[src/ams_consts.svh]
// Constants for the asynchronous memory phase sequencer
`ifndef AMS_CONSTS_SVH
`define AMS_CONSTS_SVH

// System clock period in ns
`define AMS_CLK_PERIOD_NS 8
// Periods from wait deassertion at the pin to strobe rise
`define AMS_RELEASE_CYC 4
// Input flop plus state register between the wait pin and the strobe pin
`define AMS_RELEASE_PIPE 2
// Periods per counted external wait unit
`define AMS_WAIT_UNIT_CYC 16
// Idle select value, and reset values of the address, bank and data pins
`define AMS_CS_IDLE 4'hf
`define AMS_ADDR_RST 21'h000000
`define AMS_BANK_RST 2'h0
`define AMS_DATA_RST 16'h0000

`endif

[src/ams_pkg.sv]
// Types shared by the asynchronous memory phase sequencer
package ams_pkg;

    typedef enum logic [2:0] {
        AMS_IDLE,
        AMS_SETUP,
        AMS_STROBE,
        AMS_EXTEND,
        AMS_RELEASE,
        AMS_HOLD,
        AMS_TURN
    } ams_state_t;

    // Timing settings, counts in system clock periods except the wait limit, which is in wait units
    typedef struct packed {
        logic select_strobe;
        logic extended_wait_enable;
        logic [1:0] turnaround_cycles;
        logic [3:0] read_setup_cycles;
        logic [5:0] read_strobe_cycles;
        logic [2:0] read_hold_cycles;
        logic [3:0] write_setup_cycles;
        logic [5:0] write_strobe_cycles;
        logic [2:0] write_hold_cycles;
        logic [7:0] max_wait_limit;
    } ams_cfg_t;

    typedef struct packed {
        logic write;
        logic [1:0] chip;
        logic [1:0] bank;
        logic [20:0] addr;
        logic [15:0] wdata;
    } ams_req_t;

    typedef struct packed {
        logic write;
        logic timeout;
        logic [15:0] rdata;
    } ams_rsp_t;

endpackage

[src/ams_phase_cnt.sv]
// Down counter that times every phase of an access
`timescale 1ns/1ps
module ams_phase_cnt (
    // Clock and reset
    input wire logic clk,
    input wire logic srst,
    // Control
    input wire logic load,
    input wire logic [7:0] load_val,
    // State
    output logic [7:0] cnt_q,
    output logic last
);

    always_ff @(posedge clk) begin
        if (srst) begin
            cnt_q <= 8'h00;
        end else if (load) begin
            cnt_q <= load_val;
        end else if (cnt_q != 8'h00) begin
            cnt_q <= cnt_q - 8'h01;
        end
    end

    assign last = (cnt_q == 8'h00);

endmodule

[src/ams_sequencer.sv]
// Asynchronous memory phase sequencer: setup, strobe, wait, hold, turnaround
// How it works
// - A turnaround gap of the programmed count, but at least one period, follows every access.
// - Without extended wait, a read lasts setup plus strobe plus hold.
// - With extended wait, reads grow until the wait input drops; waiting is counted in sixteen-period units.
// - Read select falls setup periods before strobe, or together in select-strobe mode.
// - Read select rises hold periods after strobe, or together in select-strobe mode.
// - Bank and address are valid the read setup count before strobe falls.
// - Bank and address stay stable the read hold count after strobe rises.
// - Read strobe low for strobe count, extended while the wait input is held.
// - Read strobe rises four periods after the wait input drops.
// - A write lasts setup plus strobe plus hold, plus the wait stretch.
// - Write select falls setup periods before strobe, or together in select-strobe mode.
// - Write select rises hold periods after strobe, or together in select-strobe mode.
// - Write bank and address valid for setup, held for hold periods.
// - Write data valid setup periods before strobe, held hold periods after.
// - Write strobe low for strobe count, extended while the wait input is held.
// - Write strobe rises four periods after the wait input drops.
// - Counted wait units range from one to two hundred fifty-six.
// - Waiting stops with a timeout once the programmed limit is reached.
// - Setup, strobe, hold, turnaround and wait limit counts come from software-written configuration settings.
`timescale 1ns/1ps
`include "ams_consts.svh"
module ams_sequencer (
    // Clock and reset
    input wire logic clk,
    input wire logic srst,
    // Configuration
    input wire ams_pkg::ams_cfg_t cfg,
    // Access request
    input wire logic req_valid,
    input wire ams_pkg::ams_req_t req,
    output logic req_ready,
    // Access response
    output logic rsp_valid,
    output ams_pkg::ams_rsp_t rsp,
    // Status
    output logic busy,
    output logic [8:0] waited_cycle_count,
    // Memory pins
    output logic [3:0] mem_chip_select_n,
    output logic mem_read_strobe_n,
    output logic mem_write_strobe_n,
    input wire logic mem_wait_in,
    output logic [1:0] mem_bank_addr,
    output logic [20:0] mem_addr,
    input wire logic [15:0] mem_data_in,
    output logic [15:0] mem_data_out,
    output logic mem_data_oe
);
    import ams_pkg::*;

    ////////////////////////////////////////////////////////////////////////
    // Phase length helpers: a zero count still gives one period

    function automatic logic [7:0] len_m1(input logic [7:0] n);
        len_m1 = (n == 8'h00) ? 8'h00 : n - 8'h01;
    endfunction

    function automatic logic [7:0] setup_len(input ams_cfg_t c, input logic wr);
        setup_len = len_m1(wr ? {4'h0, c.write_setup_cycles} : {4'h0, c.read_setup_cycles});
    endfunction

    function automatic logic [7:0] strobe_len(input ams_cfg_t c, input logic wr);
        strobe_len = len_m1(wr ? {2'h0, c.write_strobe_cycles}
                               : {2'h0, c.read_strobe_cycles});
    endfunction

    function automatic logic [7:0] hold_len(input ams_cfg_t c, input logic wr);
        hold_len = len_m1(wr ? {5'h00, c.write_hold_cycles} : {5'h00, c.read_hold_cycles});
    endfunction

    localparam logic [7:0] UNIT_M1 = 8'(`AMS_WAIT_UNIT_CYC - 1);
    localparam logic [7:0] REL_M1 = 8'(`AMS_RELEASE_CYC - `AMS_RELEASE_PIPE - 1);

    ////////////////////////////////////////////////////////////////////////
    // State

    ams_state_t state_q;
    ams_state_t state_d;
    ams_cfg_t cfg_q;
    ams_cfg_t cfg_act;
    logic write_q;
    logic wait_q;
    logic wait_seen_q;
    logic [8:0] ewc_q;
    logic timeout_q;
    logic timeout_hit;
    logic accept;
    logic cnt_load;
    logic [7:0] cnt_val;
    logic [7:0] cnt_q;
    logic cnt_last;
    logic wr_act;

    assign accept = req_valid && req_ready;
    // Settings are taken at acceptance so a change mid-access cannot tear it
    assign cfg_act = (state_q == AMS_IDLE) ? cfg : cfg_q;
    assign wr_act = (state_q == AMS_IDLE) ? req.write : write_q;
    // limit field n allows n+1 units, one to 256
    assign timeout_hit = (ewc_q == ({1'b0, cfg_q.max_wait_limit} + 9'h001));

    ams_phase_cnt u_cnt (
        .clk(clk),
        .srst(srst),
        .load(cnt_load),
        .load_val(cnt_val),
        .cnt_q(cnt_q),
        .last(cnt_last)
    );

    ////////////////////////////////////////////////////////////////////////
    // Sequencing

    always_comb begin
        state_d = state_q;
        cnt_load = 1'b0;
        cnt_val = 8'h00;
        unique case (state_q)
            AMS_IDLE: begin
                if (accept) begin
                    state_d = AMS_SETUP;
                    cnt_load = 1'b1;
                    cnt_val = setup_len(cfg, req.write);
                end
            end
            AMS_SETUP: begin
                if (cnt_last) begin
                    state_d = AMS_STROBE;
                    cnt_load = 1'b1;
                    cnt_val = strobe_len(cfg_q, write_q);
                end
            end
            AMS_STROBE: begin
                if (cnt_last) begin
                    cnt_load = 1'b1;
                    if (wait_q || wait_seen_q) begin
                        // strobe stretched while wait holds, counted in units of sixteen
                        state_d = AMS_EXTEND;
                        cnt_val = UNIT_M1;
                    end else begin
                        state_d = AMS_HOLD;
                        cnt_val = hold_len(cfg_q, write_q);
                    end
                end
            end
            AMS_EXTEND: begin
                if (timeout_hit) begin
                    state_d = AMS_HOLD;
                    cnt_load = 1'b1;
                    cnt_val = hold_len(cfg_q, write_q);
                end else if (!wait_q) begin
                    state_d = AMS_RELEASE;
                    cnt_load = 1'b1;
                    cnt_val = REL_M1;
                end else if (cnt_last) begin
                    cnt_load = 1'b1;
                    cnt_val = UNIT_M1;
                end
            end
            AMS_RELEASE: begin
                if (cnt_last) begin
                    state_d = AMS_HOLD;
                    cnt_load = 1'b1;
                    cnt_val = hold_len(cfg_q, write_q);
                end
            end
            AMS_HOLD: begin
                if (cnt_last) begin
                    // idle period is the last gap period
                    // Zero turnaround still leaves one gap: acceptance is registered
                    if (cfg_q.turnaround_cycles <= 2'h1) begin
                        state_d = AMS_IDLE;
                    end else begin
                        state_d = AMS_TURN;
                        cnt_load = 1'b1;
                        cnt_val = {6'h00, cfg_q.turnaround_cycles} - 8'h02;
                    end
                end
            end
            AMS_TURN: begin
                if (cnt_last) begin
                    state_d = AMS_IDLE;
                end
            end
        endcase
    end

    always_ff @(posedge clk) begin
        if (srst) begin
            state_q <= AMS_IDLE;
        end else begin
            state_q <= state_d;
        end
    end

    always_ff @(posedge clk) begin
        if (srst) begin
            cfg_q <= '0;
            write_q <= 1'b0;
        end else if (accept) begin
            cfg_q <= cfg;
            write_q <= req.write;
        end
    end

    ////////////////////////////////////////////////////////////////////////
    // Wait input and wait unit count

    // wait ignored unless extended wait is on
    always_ff @(posedge clk) begin
        if (srst) begin
            wait_q <= 1'b0;
        end else begin
            wait_q <= cfg_act.extended_wait_enable && mem_wait_in;
        end
    end

    // Wait seen any time in the strobe phase, not only at its last period
    always_ff @(posedge clk) begin
        if (srst) begin
            wait_seen_q <= 1'b0;
        end else if (accept) begin
            wait_seen_q <= 1'b0;
        end else if (state_q == AMS_STROBE && wait_q) begin
            wait_seen_q <= 1'b1;
        end
    end

    always_ff @(posedge clk) begin
        if (srst) begin
            ewc_q <= 9'h000;
        end else if (accept) begin
            ewc_q <= 9'h000;
        end else if (state_q == AMS_EXTEND && wait_q && cnt_last && !timeout_hit) begin
            ewc_q <= ewc_q + 9'h001;
        end
    end

    always_ff @(posedge clk) begin
        if (srst) begin
            timeout_q <= 1'b0;
        end else if (accept) begin
            timeout_q <= 1'b0;
        end else if (state_q == AMS_EXTEND && timeout_hit) begin
            timeout_q <= 1'b1;
        end
    end

    ////////////////////////////////////////////////////////////////////////
    // Memory pins, registered from the next state

    logic in_access_d;
    logic strobe_d;
    logic select_d;

    always_comb begin
        in_access_d = (state_d == AMS_SETUP) || (state_d == AMS_STROBE) ||
                      (state_d == AMS_EXTEND) || (state_d == AMS_RELEASE) ||
                      (state_d == AMS_HOLD);
        strobe_d = (state_d == AMS_STROBE) || (state_d == AMS_EXTEND) ||
                   (state_d == AMS_RELEASE);
        // select-strobe mode drops the setup and hold select time
        select_d = cfg_act.select_strobe ? strobe_d : in_access_d;
    end

    logic [1:0] chip_q;

    // select leads and trails the strobe by setup and hold, and falls and rises with it in select-strobe mode
    always_ff @(posedge clk) begin
        if (srst) begin
            mem_chip_select_n <= `AMS_CS_IDLE;
            chip_q <= 2'h0;
        end else begin
            if (accept) begin
                chip_q <= req.chip;
            end
            mem_chip_select_n <= `AMS_CS_IDLE;
            if (select_d) begin
                mem_chip_select_n[accept ? req.chip : chip_q] <= 1'b0;
            end
        end
    end

    // strobes low only in strobe, extend and release
    always_ff @(posedge clk) begin
        if (srst) begin
            mem_read_strobe_n <= 1'b1;
            mem_write_strobe_n <= 1'b1;
        end else begin
            mem_read_strobe_n <= !(strobe_d && !wr_act);
            mem_write_strobe_n <= !(strobe_d && wr_act);
        end
    end

    // address loaded at acceptance, unchanged until the next one
    always_ff @(posedge clk) begin
        if (srst) begin
            mem_addr <= `AMS_ADDR_RST;
            mem_bank_addr <= `AMS_BANK_RST;
        end else if (accept) begin
            mem_addr <= req.addr;
            mem_bank_addr <= req.bank;
        end
    end

    // write data driven from setup through hold
    always_ff @(posedge clk) begin
        if (srst) begin
            mem_data_out <= `AMS_DATA_RST;
            mem_data_oe <= 1'b0;
        end else begin
            if (accept) begin
                mem_data_out <= req.wdata;
            end
            mem_data_oe <= in_access_d && wr_act;
        end
    end

    ////////////////////////////////////////////////////////////////////////
    // Request and response side

    logic strobe_end;
    assign strobe_end = (state_d == AMS_HOLD) && (state_q != AMS_HOLD);

    always_ff @(posedge clk) begin
        if (srst) begin
            req_ready <= 1'b0;
            busy <= 1'b0;
        end else begin
            req_ready <= (state_d == AMS_IDLE);
            busy <= (state_d != AMS_IDLE);
        end
    end

    // Read data sampled in the last strobe-low period
    always_ff @(posedge clk) begin
        if (srst) begin
            rsp <= '0;
            rsp_valid <= 1'b0;
        end else begin
            rsp_valid <= (state_q == AMS_HOLD) && cnt_last;
            if (strobe_end && !write_q) begin
                rsp.rdata <= mem_data_in;
            end
            if ((state_q == AMS_HOLD) && cnt_last) begin
                rsp.write <= write_q;
                rsp.timeout <= timeout_q;
            end
        end
    end

    always_ff @(posedge clk) begin
        if (srst) begin
            waited_cycle_count <= 9'h000;
        end else begin
            waited_cycle_count <= ewc_q;
        end
    end

    ////////////////////////////////////////////////////////////////////////
    // Checks

    logic [7:0] low_cnt_q;
    logic [3:0] gap_cnt_q;

    always_ff @(posedge clk) begin
        if (srst) begin
            low_cnt_q <= 8'h00;
            gap_cnt_q <= 4'hf;
        end else begin
            low_cnt_q <= (!mem_read_strobe_n || !mem_write_strobe_n) ? low_cnt_q + 8'h01 : 8'h00;
            if (mem_chip_select_n != `AMS_CS_IDLE) begin
                gap_cnt_q <= 4'h0;
            end else if (gap_cnt_q != 4'hf) begin
                gap_cnt_q <= gap_cnt_q + 4'h1;
            end
        end
    end
endmodule

[config.mk]
export PLATFORM = sky130hd
export DESIGN_NAME = ams_sequencer
export DESIGN_NICKNAME = d
export VERILOG_FILES = /design/src/ams_pkg.sv /design/src/ams_phase_cnt.sv /design/src/ams_sequencer.sv
export VERILOG_INCLUDE_DIRS = /design/src
export SDC_FILE = /design/constraint.sdc
export NUM_CORES = 1
export LEC_CHECK = 0
export BUFFER_PORTS_ARGS = -buffer_cell sky130_fd_sc_hd__buf_4
export CAP_MARGIN = 10
export CORE_UTILIZATION = 49
export CTS_CLUSTER_DIAMETER = 200
export CTS_CLUSTER_SIZE = 24
export DETAILED_ROUTE_END_ITERATION = 10
export PLACE_DENSITY_LB_ADDON = 0.15
export SYNTH_ARGS = -nofsm -noshare
export SYNTH_HDL_FRONTEND = slang
export SYNTH_HIERARCHICAL = 1
export SYNTH_SLANG_ARGS = --single-unit
[constraint.sdc]
create_clock -name clk -period 6.6 [get_ports clk]
set_input_delay 0.66 -clock clk [delete_from_list [all_inputs] [get_ports clk]]
set_output_delay 0.66 -clock clk [all_outputs]
set_load 0.02 [all_outputs]
==> results of run 1 <==
-- cell usage in the layout (no fill, tap or decap), types with 3 or more instances in the layout --
cell type,n
nor4_1,4
bufinv_16,3
nor2_1,58
mux2_2,3
nand4_1,6
o211ai_1,3
buf_4,179
clkbuf_16,17
dfxtp_1,132
or3_1,5
xor2_1,8
inv_1,11
o21ai_0,13
ha_1,6
o31a_1,5
and2_1,3
o32ai_1,4
a21oi_1,92
nand2b_1,9
nand3b_1,3
clkbuf_8,5
o221ai_1,5
nor3_1,18
a211oi_1,3
nand2_1,171
nor2b_1,14
and3_1,4
nand3_1,10
xnor2_1,14
o21a_1,5
mux2i_1,31
nor3b_1,4
clkinv_2,3
-- registers in the layout, indices dropped and copies added (netlist names), 3 cells and up --
name / count
mem_chip_select_n: 4
u_cnt/cnt_q: 8
waited_cycle_count: 9
cfg_q: 30
rsp: 18
mem_data_out: 16
mem_addr: 21
state_q: 3
ewc_q: 9
-- kinds of logic (layout without fill, tap and decap cells) --
family          count (synthesis)  in the layout  share of synthesized area
simple gates                  329            329                      0.253
compound gates                163            163                      0.172
flops                         132            132                      0.431
buf+inv                        59            221                     0.0400
mux                            34             34                     0.0562
xor+xnor                       23             23                     0.0351
fa+ha+maj                       6              6                     0.0123
-- metrics by stage --
stage	power, mW	std cells	setup WS [ns]	util
global route	3.10	1076	2.70	0.669
floorplan	1.70	746	3.85	-
detailed placement	1.98	1045	3.11	0.618
CTS	2.95	1076	3.09	0.669
global placement	1.95	1045	3.33	0.618
finish	2.93	1076	3.03	0.669
-- report_power, final --
group / switching, mW / internal (mW)
clock: 0.324 / 0.641
combinational: 0.545 / 0.403
sequential: 0.109 / 0.910
-- path summary, 6_finish.rpt --
path             start        endpoint  slack, ns  depth (start not counted)
max reg2reg   cfg_q[0]  u_cnt/cnt_q[3]       3.03                         10
max           cfg_q[0]  u_cnt/cnt_q[3]       3.03                         10
min          cfg_q[36]       cfg_q[36]       0.45                          2
min reg2reg  cfg_q[36]       cfg_q[36]       0.45                          2
-- layer usage --
layer / track usage / routed length, um / vias to the layer above
li1: - / - / 2879
met1: 0.313 / 6680 / 2638
met2: 0.390 / 7190 / 217
met3: 0.0781 / 1280 / 14
met4: 0.0753 / 186 / 0
met5: 0 / 0 / -
-- worst max-delay path, cell delays in order (launching register included) --
cell and delay [ns]:
dfxtp_1 0.48, ha_1 0.39, a21oi_1 0.09, or3_1 0.32
a32o_2 0.25, o211ai_2 0.23, nor2_2 0.14, o21ai_0 0.28
o221ai_1 0.49, or2_2 0.50, o32ai_1 0.29
-- final cells by class --
| type | instances | area [sq um] | share of cell area |
|---|---|---|---|
| Clock buffer | 23 | 498 | 0.0615 |
| Clock inverter | 8 | 123 | 0.0151 |
| Inverter | 11 | 41.3 | 0.00510 |
| Multi-Input combinational cell | 555 | 3240 | 0.400 |
| Sequential cell | 132 | 2640 | 0.326 |
| Tap cell | 168 | 210 | 0.0259 |
| Timing Repair Buffer | 179 | 1340 | 0.166 |
==> results by group, run 1 <==
Floorplan
  • Die height: 114 um
  • Initial Utilization: 0.506
  • Die X: 114 um
  • Total core area: 0.0121 sq mm
  • Area of the die: 0.0130 sq mm
  • I/O Pins: 176
  • Site Rows: 40

Pwr
  • PwrDens: 362 mW/mm^2
  • LEAKAGE: 3.26 nW
  • Worst VDD drop: 0.000194 V

Layout
  • NumNets Final: 1,002
  • Share of cells above drive strength 1: 0.258
  • Layout fillers: 1,054
  • Diodes inserted: 0
  • P&R area growth vs syn: 32.2%
  • Post-route design area: 0.00810 sq mm

Route
  • DR pass1 iterations: 5
  • Via count: 5,748
  • Antenna-violating nets left: 0
  • Final routed DRC violation total: 0
  • WL/cell: 14.2 um
  • DRT iter0 DRCs: 320
  • Vias per cell: 5.34
  • Post-Route WL: 15,300 um

GRT
  • Total grt overflow: 0
  • Vias in the first global route: 5,358
  • Largest net degree at the start of global routing: 81
  • Total global-route track usage: 0.244
  • Initial antenna violation count: 0
  • First-pass GRT wire length: 25,300 um

Timing
  • Min Tclk post-route: 3.57 ns
  • Hold WS: 0.452 ns
  • RSZ-0062 raised after global routing: no
  • Sum Neg Setup Slack: 0 ns
  • # setup viols final: 0
  • Slew headroom: 0.352
  • Setup Skew: 0.00672 ns
  • Slew Viols, Final: 0
  • Fmax: 0.280 GHz
  • Slew @ Worst Pin: 0.971 ns
  • Final-report hold violation count: 0
  • Tcrit/Tclk final: 0.541

Logic synthesis
  • Seq/Total Area, Yosys: 0.431
  • Top-count cell post-synth: nand2_1
  • Post-synthesis cell count: 746
  • Ranking of synthesized cells by area: dfxtp_1, nand2_1, a21oi_1
  • Mean Syn Cell Area: 8.21 sq um
  • Area share of the largest cell type after synthesis: 0.431
  • Syn nets: 852
  • Synth Register Bits: 132
  • Yosys cell types: 73
  • Number of flops mapped to enable cells by yosys: 0
  • Synthesized area: 0.00613 sq mm
  • Most instantiated cells after synthesis: nand2_1, dfxtp_1, a21oi_1
  • Syn. warnings: 6
  • Most used DFF post-synth: dfxtp_1
  • Synth area leader: dfxtp_1
  • Async set-or-reset flop fraction in the synthesized netlist: 0

Worst setup path
  • WS Path Type: reg -> reg
  • WP data required: 6.91 ns
  • CP Capture Type: flop
  • Arr. time, crit path: 3.87 ns
  • Worst-path fanout max: 14
  • Worst Setup Start Kind: flop

CTS
  • CTS clk-pin slew, worst paths: 0.05 ns
  • CTS tree: built
  • Setup Fix Bufs, Post-CTS: 0
  • Max Buffers Root-to-Sink: 2
  • Clk root buf: clkbuf_16
  • Depth of the CTS H-tree: 4
  • Worst-Skew Late Latency: 0.41 ns
  • Post_cts resized: 0
  • Num CTS Buffers: 17
  • Total clock sinks: 132
  • Post-CTS Hold Fix Bufs: 0

Place
  • HPWL after DPL: 10,900 um
  • Final GP Congestion: 0.873
  • # port buffers: 175
  • Placed Area: 0.00748 sq mm

Flow run
  • Max cap viols: 0

Hold path
  • Hold Path Class: reg -> reg

Status
  • Outcome: completed
(Power assumes the default switching activity.)
==> run 2, diff against run 1 <==
Settings changed: ABC_AREA set to 1.
Clock period 6.6 ns to 3.53 ns, I/O delays scaled along.
==> run 2 against run 1 <==
The run now ends with design-rule violations left. Design area decreased by 1.9%. Wire length fell by 5.7%. Critical path depth rose by 3. Core utilization is 0.43 points lower. First-iteration DRC count up 19%. Worst setup slack got worse by 2.0 ns.
==> results by group, run 2 <==
Timing
  • Slew headroom: 0.546 (+0.194)
  • Tcrit/Tclk final: 0.713 (+0.172)
  • # setup viols final: 0 (unchanged)
  • Setup Skew: 0.00598 ns (-0.000734 ns)
  • Min Tclk post-route: 2.52 ns (-1.05 ns)
  • RSZ-0062 raised after global routing: no
  • Fmax: 0.398 GHz (+42%)
  • Slew @ Worst Pin: 0.679 ns (-0.293 ns)
  • Sum Neg Setup Slack: 0 ns (unchanged)
  • Slew Viols, Final: 0 (unchanged)
  • Final-report hold violation count: 0 (unchanged)

Pwr
  • Design Power: 5.99 mW (+100%)
  • Share of total power in combinational logic: 0.368 (+0.045)
  • Worst VDD drop: 0.000354 V (+83%)
  • PwrDens: 753 mW/mm^2 (+110%)
  • Power share of the clock group: 0.298 (-0.031)
  • Sequential Power Share: 0.334 (-0.014)
  • Int Pwr: 3.79 mW (+94%)
  • Sw Pwr: 2.20 mW (+120%)
  • LEAKAGE: 3.71 nW (+14%)
  • Sw Share: 0.367 (+0.0335)

Place
  • HPWL after DPL: 10,400 um (-4.8%)
  • Placed cells: 1,125 (+7.7%)
  • # port buffers: 175 (unchanged)
  • Final GP Congestion: 0.932 (+6.7%)

Worst setup path
  • WS Path Type: reg -> reg
  • Worst-path fanout max: 32 (+18)
  • WP data required: 3.83 ns (-3.08 ns)
  • Arr. time, crit path: 2.82 ns (-1.05 ns)
  • CP Capture Type: flop
  • Worst Setup Start Kind: flop

CTS
  • Num CTS Buffers: 17 (unchanged)
  • Setup Fix Bufs, Post-CTS: 0 (unchanged)
  • Worst-Skew Late Latency: 0.41 ns (about the same)
  • CTS tree: built
  • Total clock sinks: 132 (unchanged)
  • Post_cts resized: 0 (unchanged)
  • Max Buffers Root-to-Sink: 2 (unchanged)
  • Post-CTS Hold Fix Bufs: 0 (unchanged)
  • CTS clk-pin slew, worst paths: 0.06 ns (about the same)
  • Clk root buf: clkbuf_16
  • Depth of the CTS H-tree: 4 (unchanged)

Logic synthesis
  • Seq/Total Area, Yosys: 0.441 (+0.00936)
  • Synth area leader: dfxtp_1
  • Synthesized area: 0.00600 sq mm (-2.1%)
  • Most used DFF post-synth: dfxtp_1
  • Ranking of synthesized cells by area: dfxtp_1, nor2_1, o21ai_0
  • Synth Register Bits: 132 (unchanged)
  • Syn nets: 945 (+11%)
  • Async set-or-reset flop fraction in the synthesized netlist: 0 (unchanged)
  • Most instantiated cells after synthesis: nor2_1, dfxtp_1, nand2_1
  • Number of flops mapped to enable cells by yosys: 0 (unchanged)
  • Syn. warnings: 6 (unchanged)
  • Top-count cell post-synth: nor2_1
  • Area share of the largest cell type after synthesis: 0.441 (+0.00936)
  • Post-synthesis cell count: 839 (+12%)
  • Mean Syn Cell Area: 7.15 sq um (-13%)
  • Yosys cell types: 37 (-49%)

Route
  • WL/cell: 12.5 um (-12%)
  • Post-Route WL: 14,500 um (-5.7%)
  • Vias per cell: 4.99 (-6.6%)
  • DR pass1 iterations: 8 (+3)
  • Via count: 5,775 (+0.47%)
  • Final routed DRC violation total: 1 (+1)
  • Antenna-violating nets left: 0 (unchanged)
  • DRT iter0 DRCs: 380 (+19%)

Layout
  • Commonest non-fill, non-tap cell in the layout: nor2_1
  • NumNets Final: 1,103 (+10%)
  • Most frequent cells in the layout: nor2_1, buf_4, dfxtp_1, nand2_1, o21ai_0
  • Largest registers: cfg_q: 30 flops, mem_addr: 21 flops, rsp: 18 flops
  • Layout fillers: 1,113 (+5.6%)
  • P&R area growth vs syn: 32.6%
  • Diodes inserted: 0 (unchanged)
  • Multi-input logic area: 0.00287 sq mm (-11%)
  • FF/Latch Area: 0.00264 sq mm (unchanged)
  • Share of cells above drive strength 1: 0.242 (-0.0161)
  • Reg with most FFs: cfg_q
  • Final Non-Filler Cells: 1,157 (+7.5%)
  • Max FFs per register: 30 (unchanged)

GRT
  • Total global-route track usage: 0.238 (-0.00594)
  • Largest net degree at the start of global routing: 45 (-44%)
  • Vias in the first global route: 5,288 (-1.3%)
  • Total grt overflow: 0 (unchanged)
  • First-pass GRT wire length: 24,100 um (-4.5%)
  • Initial antenna violation count: 0 (unchanged)

Hold path
  • Hold Path Class: in -> reg

Floorplan
  • Die height: 113 um (-1.0%)
  • I/O Pins: 176 (unchanged)
  • Total core area: 0.0120 sq mm (-1.2%)
  • Die X: 113 um (-1.0%)
  • Site Rows: 40 (unchanged)
  • Area of the die: 0.0127 sq mm (-2.1%)
  • Initial Utilization: 0.501 (-0.00453)

Flow run
  • Max cap viols: 0 (unchanged)

Status
  • Failing checks: design-rule violations
  • Outcome: finished with violations
## run 2: cell count changes in the layout (fill, tap and decap cells not counted), moves of 24 or more
| cell | before | now |
|---|---|---|
| nand3_1 | 10 | 39 |
| nor2_1 | 58 | 207 |
| mux2i_1 | 31 | 7 |
| inv_1 | 11 | 71 |
| nand2_1 | 171 | 106 |
| o21ai_0 | 13 | 94 |
| a21oi_1 | 92 | 40 |
## run 2: final cells by class
type                    instances  area share
flip-flops and latches        132       0.332
clock inverters                 9      0.0159
inverters                      79      0.0373
clock buffers                  23      0.0601
well taps                     147      0.0231
repair buffers                180       0.170
multi-input cells             587       0.361
## run 2: logic make-up (layout without fill, tap and decap cells)
kind of cell | after synthesis | count (layout) | synth area share
xor+xnor | 16 | 16 | 0.0234
buf+inv | 120 | 291 | 0.0810
simple gates | 406 | 406 | 0.297
flops | 132 | 132 | 0.441
fa+ha+maj | 6 | 6 | 0.0125
mux | 9 | 9 | 0.0154
compound gates | 150 | 150 | 0.130
## run 2: final timing paths
check            startpoint           end  slack (ns)  depth (start not counted)
max          u_cnt/cnt_q[0]       rsp[13]        1.01                         13
min                 req[28]  mem_addr[12]        0.19                          3
max reg2reg  u_cnt/cnt_q[0]       rsp[13]        1.01                         13
min reg2reg       cfg_q[37]     cfg_q[37]        0.47                          2
## run 2: worst max-delay path, stage by stage (launching register included)
cell	delay, ns
dfxtp_1	0.31
inv_1	0.12
ha_1	0.23
nand2_2	0.12
nor2_8	0.20
inv_2	0.11
nor2_1	0.15
nor2_1	0.05
nor3_1	0.32
nand3_4	0.16
nor2_8	0.37
nand3_1	0.13
nand2_1	0.08
nor2_1	0.04
## run 2: routing by layer
metal,vias up,part of all wire,GRT usage
met1,2541,0.45,0.300
met2,193,0.46,0.379
met3,26,0.071,0.0675
met5,-,0,0
met4,0,0.018,0.103
li1,3015,-,-
## run 2: per-stage QoR
stage | hold slack (ns) | util | worst slack [ns] | cell area, sq um
after CTS | 0.166 | 0.665 | 1.02 | 7950
after global routing | 0.176 | 0.665 | 0.728 | 7950
after detailed placement | 0.468 | 0.614 | 1.03 | 7350
after floorplan | 0.422 | - | 1.35 | 6000
final | 0.186 | 0.665 | 1.01 | 7950
after global placement | 0.447 | 0.614 | 1.10 | 7350
## run 2: power by group through the flow
stage | logic, mW | clock network, mW | registers, mW
final | 2.20 | 1.78 | 2.00
after CTS | 2.20 | 1.81 | 2.00
after global routing | 2.46 | 1.89 | 2.04
after global placement | 2.18 | 0 | 2.03
after floorplan | 1.43 | 0 | 2.21
after detailed placement | 2.19 | 0 | 2.03
==> run 3, diff against run 2 <==
Clock period 3.53 ns to 2.35 ns, I/O delays scaled along.
==> run 3 against run 2 <==
First-iteration DRC count down 14%. Fmax up 15%. Flip-flop and latch count unchanged. Clock-buffer cell count down 1. Total power up 51%. Wire length up 2.0%. Non-clock buffer count up 17. Combinational power up 63%. Hold slack worse by 0.13 ns. The flow now finishes without violations. Critical path depth up 2.
==> results by group, run 3 (same netlist as run 2, synthesis figures left out) <==
Timing
  • Slew Viols, Final: 0 (unchanged)
  • Final-report hold violation count: 0 (unchanged)
  • Fmax: 0.459 GHz (+15%)
  • Hold WS: 0.0593 ns (-0.127 ns)
  • Setup Skew: 0.00780 ns (+0.00181 ns)
  • Slew @ Worst Pin: 0.640 ns (-0.0386 ns)
  • Slew headroom: 0.573 (+0.0273)
  • Sum Neg Setup Slack: 0 ns (unchanged)
  • Min Tclk post-route: 2.18 ns (-0.337 ns)
  • # setup viols final: 0 (unchanged)
  • Tcrit/Tclk final: 0.927 (+0.214)

CTS
  • Num CTS Buffers: 17 (unchanged)
  • Max Buffers Root-to-Sink: 2 (unchanged)
  • CTS clk-pin slew, worst paths: 0.06 ns (about the same)
  • Clk root buf: clkbuf_16
  • Depth of the CTS H-tree: 4 (unchanged)
  • Total clock sinks: 132 (unchanged)
  • Worst-Skew Late Latency: 0.42 ns (about the same)
  • CTS tree: built

GRT
  • Largest net degree at the start of global routing: 78 (+73%)
  • Total grt overflow: 0 (unchanged)
  • First-pass GRT wire length: 23,500 um (-2.4%)
  • Vias in the first global route: 5,153 (-2.6%)
  • Total global-route track usage: 0.235 (-0.00286)
  • Initial antenna violation count: 0 (unchanged)

Floorplan
  • Die height: 113 um (unchanged)
  • Area of the die: 0.0127 sq mm (unchanged)
  • Die X: 113 um (unchanged)
  • I/O Pins: 176 (unchanged)
  • Initial Utilization: 0.501 (unchanged)
  • Total core area: 0.0120 sq mm (unchanged)
  • Site Rows: 40 (unchanged)

Hold path
  • Hold Path Class: in -> reg
  • WHS Endpoint: wait_q
  • Worst hold stages: 3 (unchanged)
  • Worst Hold Launch: cfg[36]

Layout
  • Max FFs per register: 30 (unchanged)
  • Share of cells above drive strength 1: 0.262 (+0.0206)
  • Most frequent cells in the layout: nor2_1, buf_4, dfxtp_1, nand2_1, o21ai_0
  • P&R area growth vs syn: 35.0%
  • NumNets Final: 1,120 (+1.5%)
  • Layout fillers: 1,091 (-2.0%)
  • Final Non-Filler Cells: 1,173 (+1.4%)
  • Commonest non-fill, non-tap cell in the layout: nor2_1
  • Largest registers: cfg_q: 30 flops, mem_addr: 21 flops, rsp: 18 flops
  • Diodes inserted: 0 (unchanged)
  • Reg with most FFs: cfg_q

Worst setup path
  • R2R Path Start: cfg_q[0]
  • R2r worst-path depth: 15 (+2)
  • Worst-path fanout max: 8 (-75%)
  • WP data required: 2.66 ns (-1.17 ns)
  • CP Capture Type: flop
  • WS Path Type: reg -> reg
  • Reg2reg end: u_cnt/cnt_q[1]
  • Flop2flop setup slack: 0.17 ns (-0.84 ns)
  • Arr. time, crit path: 2.49 ns (-0.33 ns)
  • Worst Setup Start Kind: flop

Pwr
  • LEAKAGE: 3.78 nW (+1.7%)
  • Worst VDD drop: 0.000620 V (+75%)
  • Int Pwr: 5.65 mW (+49%)
  • Sequential Power Share: 0.333 (about the same)
  • Sw Share: 0.373 (+0.00642)
  • PwrDens: 1110 mW/mm^2 (+48%)
  • Share of total power in combinational logic: 0.398 (+0.030)
  • Sw Pwr: 3.37 mW (+53%)
  • Power share of the clock group: 0.268 (-0.030)

Place
  • Placed cells: 1,141 (+1.4%)
  • # port buffers: 175 (unchanged)
  • Final GP Congestion: 0.928 (-0.47%)
  • HPWL after DPL: 10,700 um (+3.4%)

Route
  • Post-Route WL: 14,700 um (+2.0%)
  • Vias per cell: 4.99 (about the same)
  • Final routed DRC violation total: 0 (-1)
  • DRT iter0 DRCs: 325 (-14%)
  • WL/cell: 12.6 um (+0.57%)
  • Antenna-violating nets left: 0 (unchanged)
  • DR pass1 iterations: 5 (-3)
  • Via count: 5,854 (+1.4%)

Status
  • Outcome: completed

Flow run
  • Max cap viols: 0 (unchanged)
==> run 3: worst max path at each step <==
stage	startpoint	end	slack, ns	cells after the start
2_1_floorplan	cfg_q[0]	u_cnt/cnt_q[1]	0.17	16
3_3_place_gp	cfg_q[1]	u_cnt/cnt_q[5]	0.06	15
3_5_place_dp	cfg_q[1]	u_cnt/cnt_q[5]	-0.05	15
4_1_cts	cfg_q[1]	u_cnt/cnt_q[5]	0.04	15
5_1_grt	cfg_q[0]	u_cnt/cnt_q[5]	-0.02	15
6_report	cfg_q[0]	u_cnt/cnt_q[1]	0.17	15
==> run 3: area by class of cell <==
cell class,count,area [sq um],area share
multi-input cells,587,2910,0.360
flip-flops and latches,132,2650,0.327
repair buffers,197,1500,0.186
clock buffers,22,464,0.0573
inverters,79,302,0.0372
well taps,147,184,0.0227
clock inverters,9,81.3,0.0100
==> run 3: repair_timing <==
item                                    CTS  global route
endpoints found under the setup margin    8            28
gates resized for setup                   1            15
buffers inserted                          0             1
pin swaps                                 0             2
hold buffers                              0             0
gates cloned                              0             0
==> run 3: power groups by stage <==
| stage | clock network [mW] | logic, mW | registers [mW] |
|---|---|---|---|
| finish | 2.42 | 3.59 | 3.01 |
| global route | 2.56 | 4.01 | 3.06 |
| CTS | 2.46 | 3.53 | 3.00 |
| detailed placement | 0 | 3.52 | 3.04 |
| global placement | 0 | 3.48 | 3.03 |
| floorplan | 0 | 2.14 | 3.31 |
==> run 3: metal layers <==
metal	wire length [um]	track usage	share of wire	vias to the layer above
met5	0	0	0	-
li1	-	-	-	3058
met3	974	0.0686	0.066	20
met4	221	0.0933	0.015	0
met2	6970	0.381	0.47	164
met1	6580	0.293	0.45	2612
==> run 3: metrics by stage <==
| step | cell area [sq um] | utilization | power (mW) | setup WS [ns] |
|---|---|---|---|---|
| global route | 8100 | 0.677 | 9.63 | -0.0170 |
| detailed placement | 7490 | 0.626 | 6.56 | -0.0473 |
| finish | 8100 | 0.677 | 9.02 | 0.171 |
| global placement | 7490 | 0.626 | 6.51 | 0.0628 |
| floorplan | 6000 | - | 5.45 | 0.169 |
| CTS | 8040 | 0.672 | 8.99 | 0.0387 |
==> run 3: worst max-delay path: stages (launching register included) <==
cell and delay (ns):
dfxtp_2 0.36, ha_4 0.16, nand2_2 0.09, nor2_4 0.11, nand2_1 0.09, nand2_1 0.06
nand2_1 0.06, nand2_2 0.09, nor2_4 0.05, nand2_4 0.09, a31oi_1 0.10, or3_4 0.45
inv_4 0.10, nand2_2 0.08, o21ai_1 0.12, nor2_1 0.05
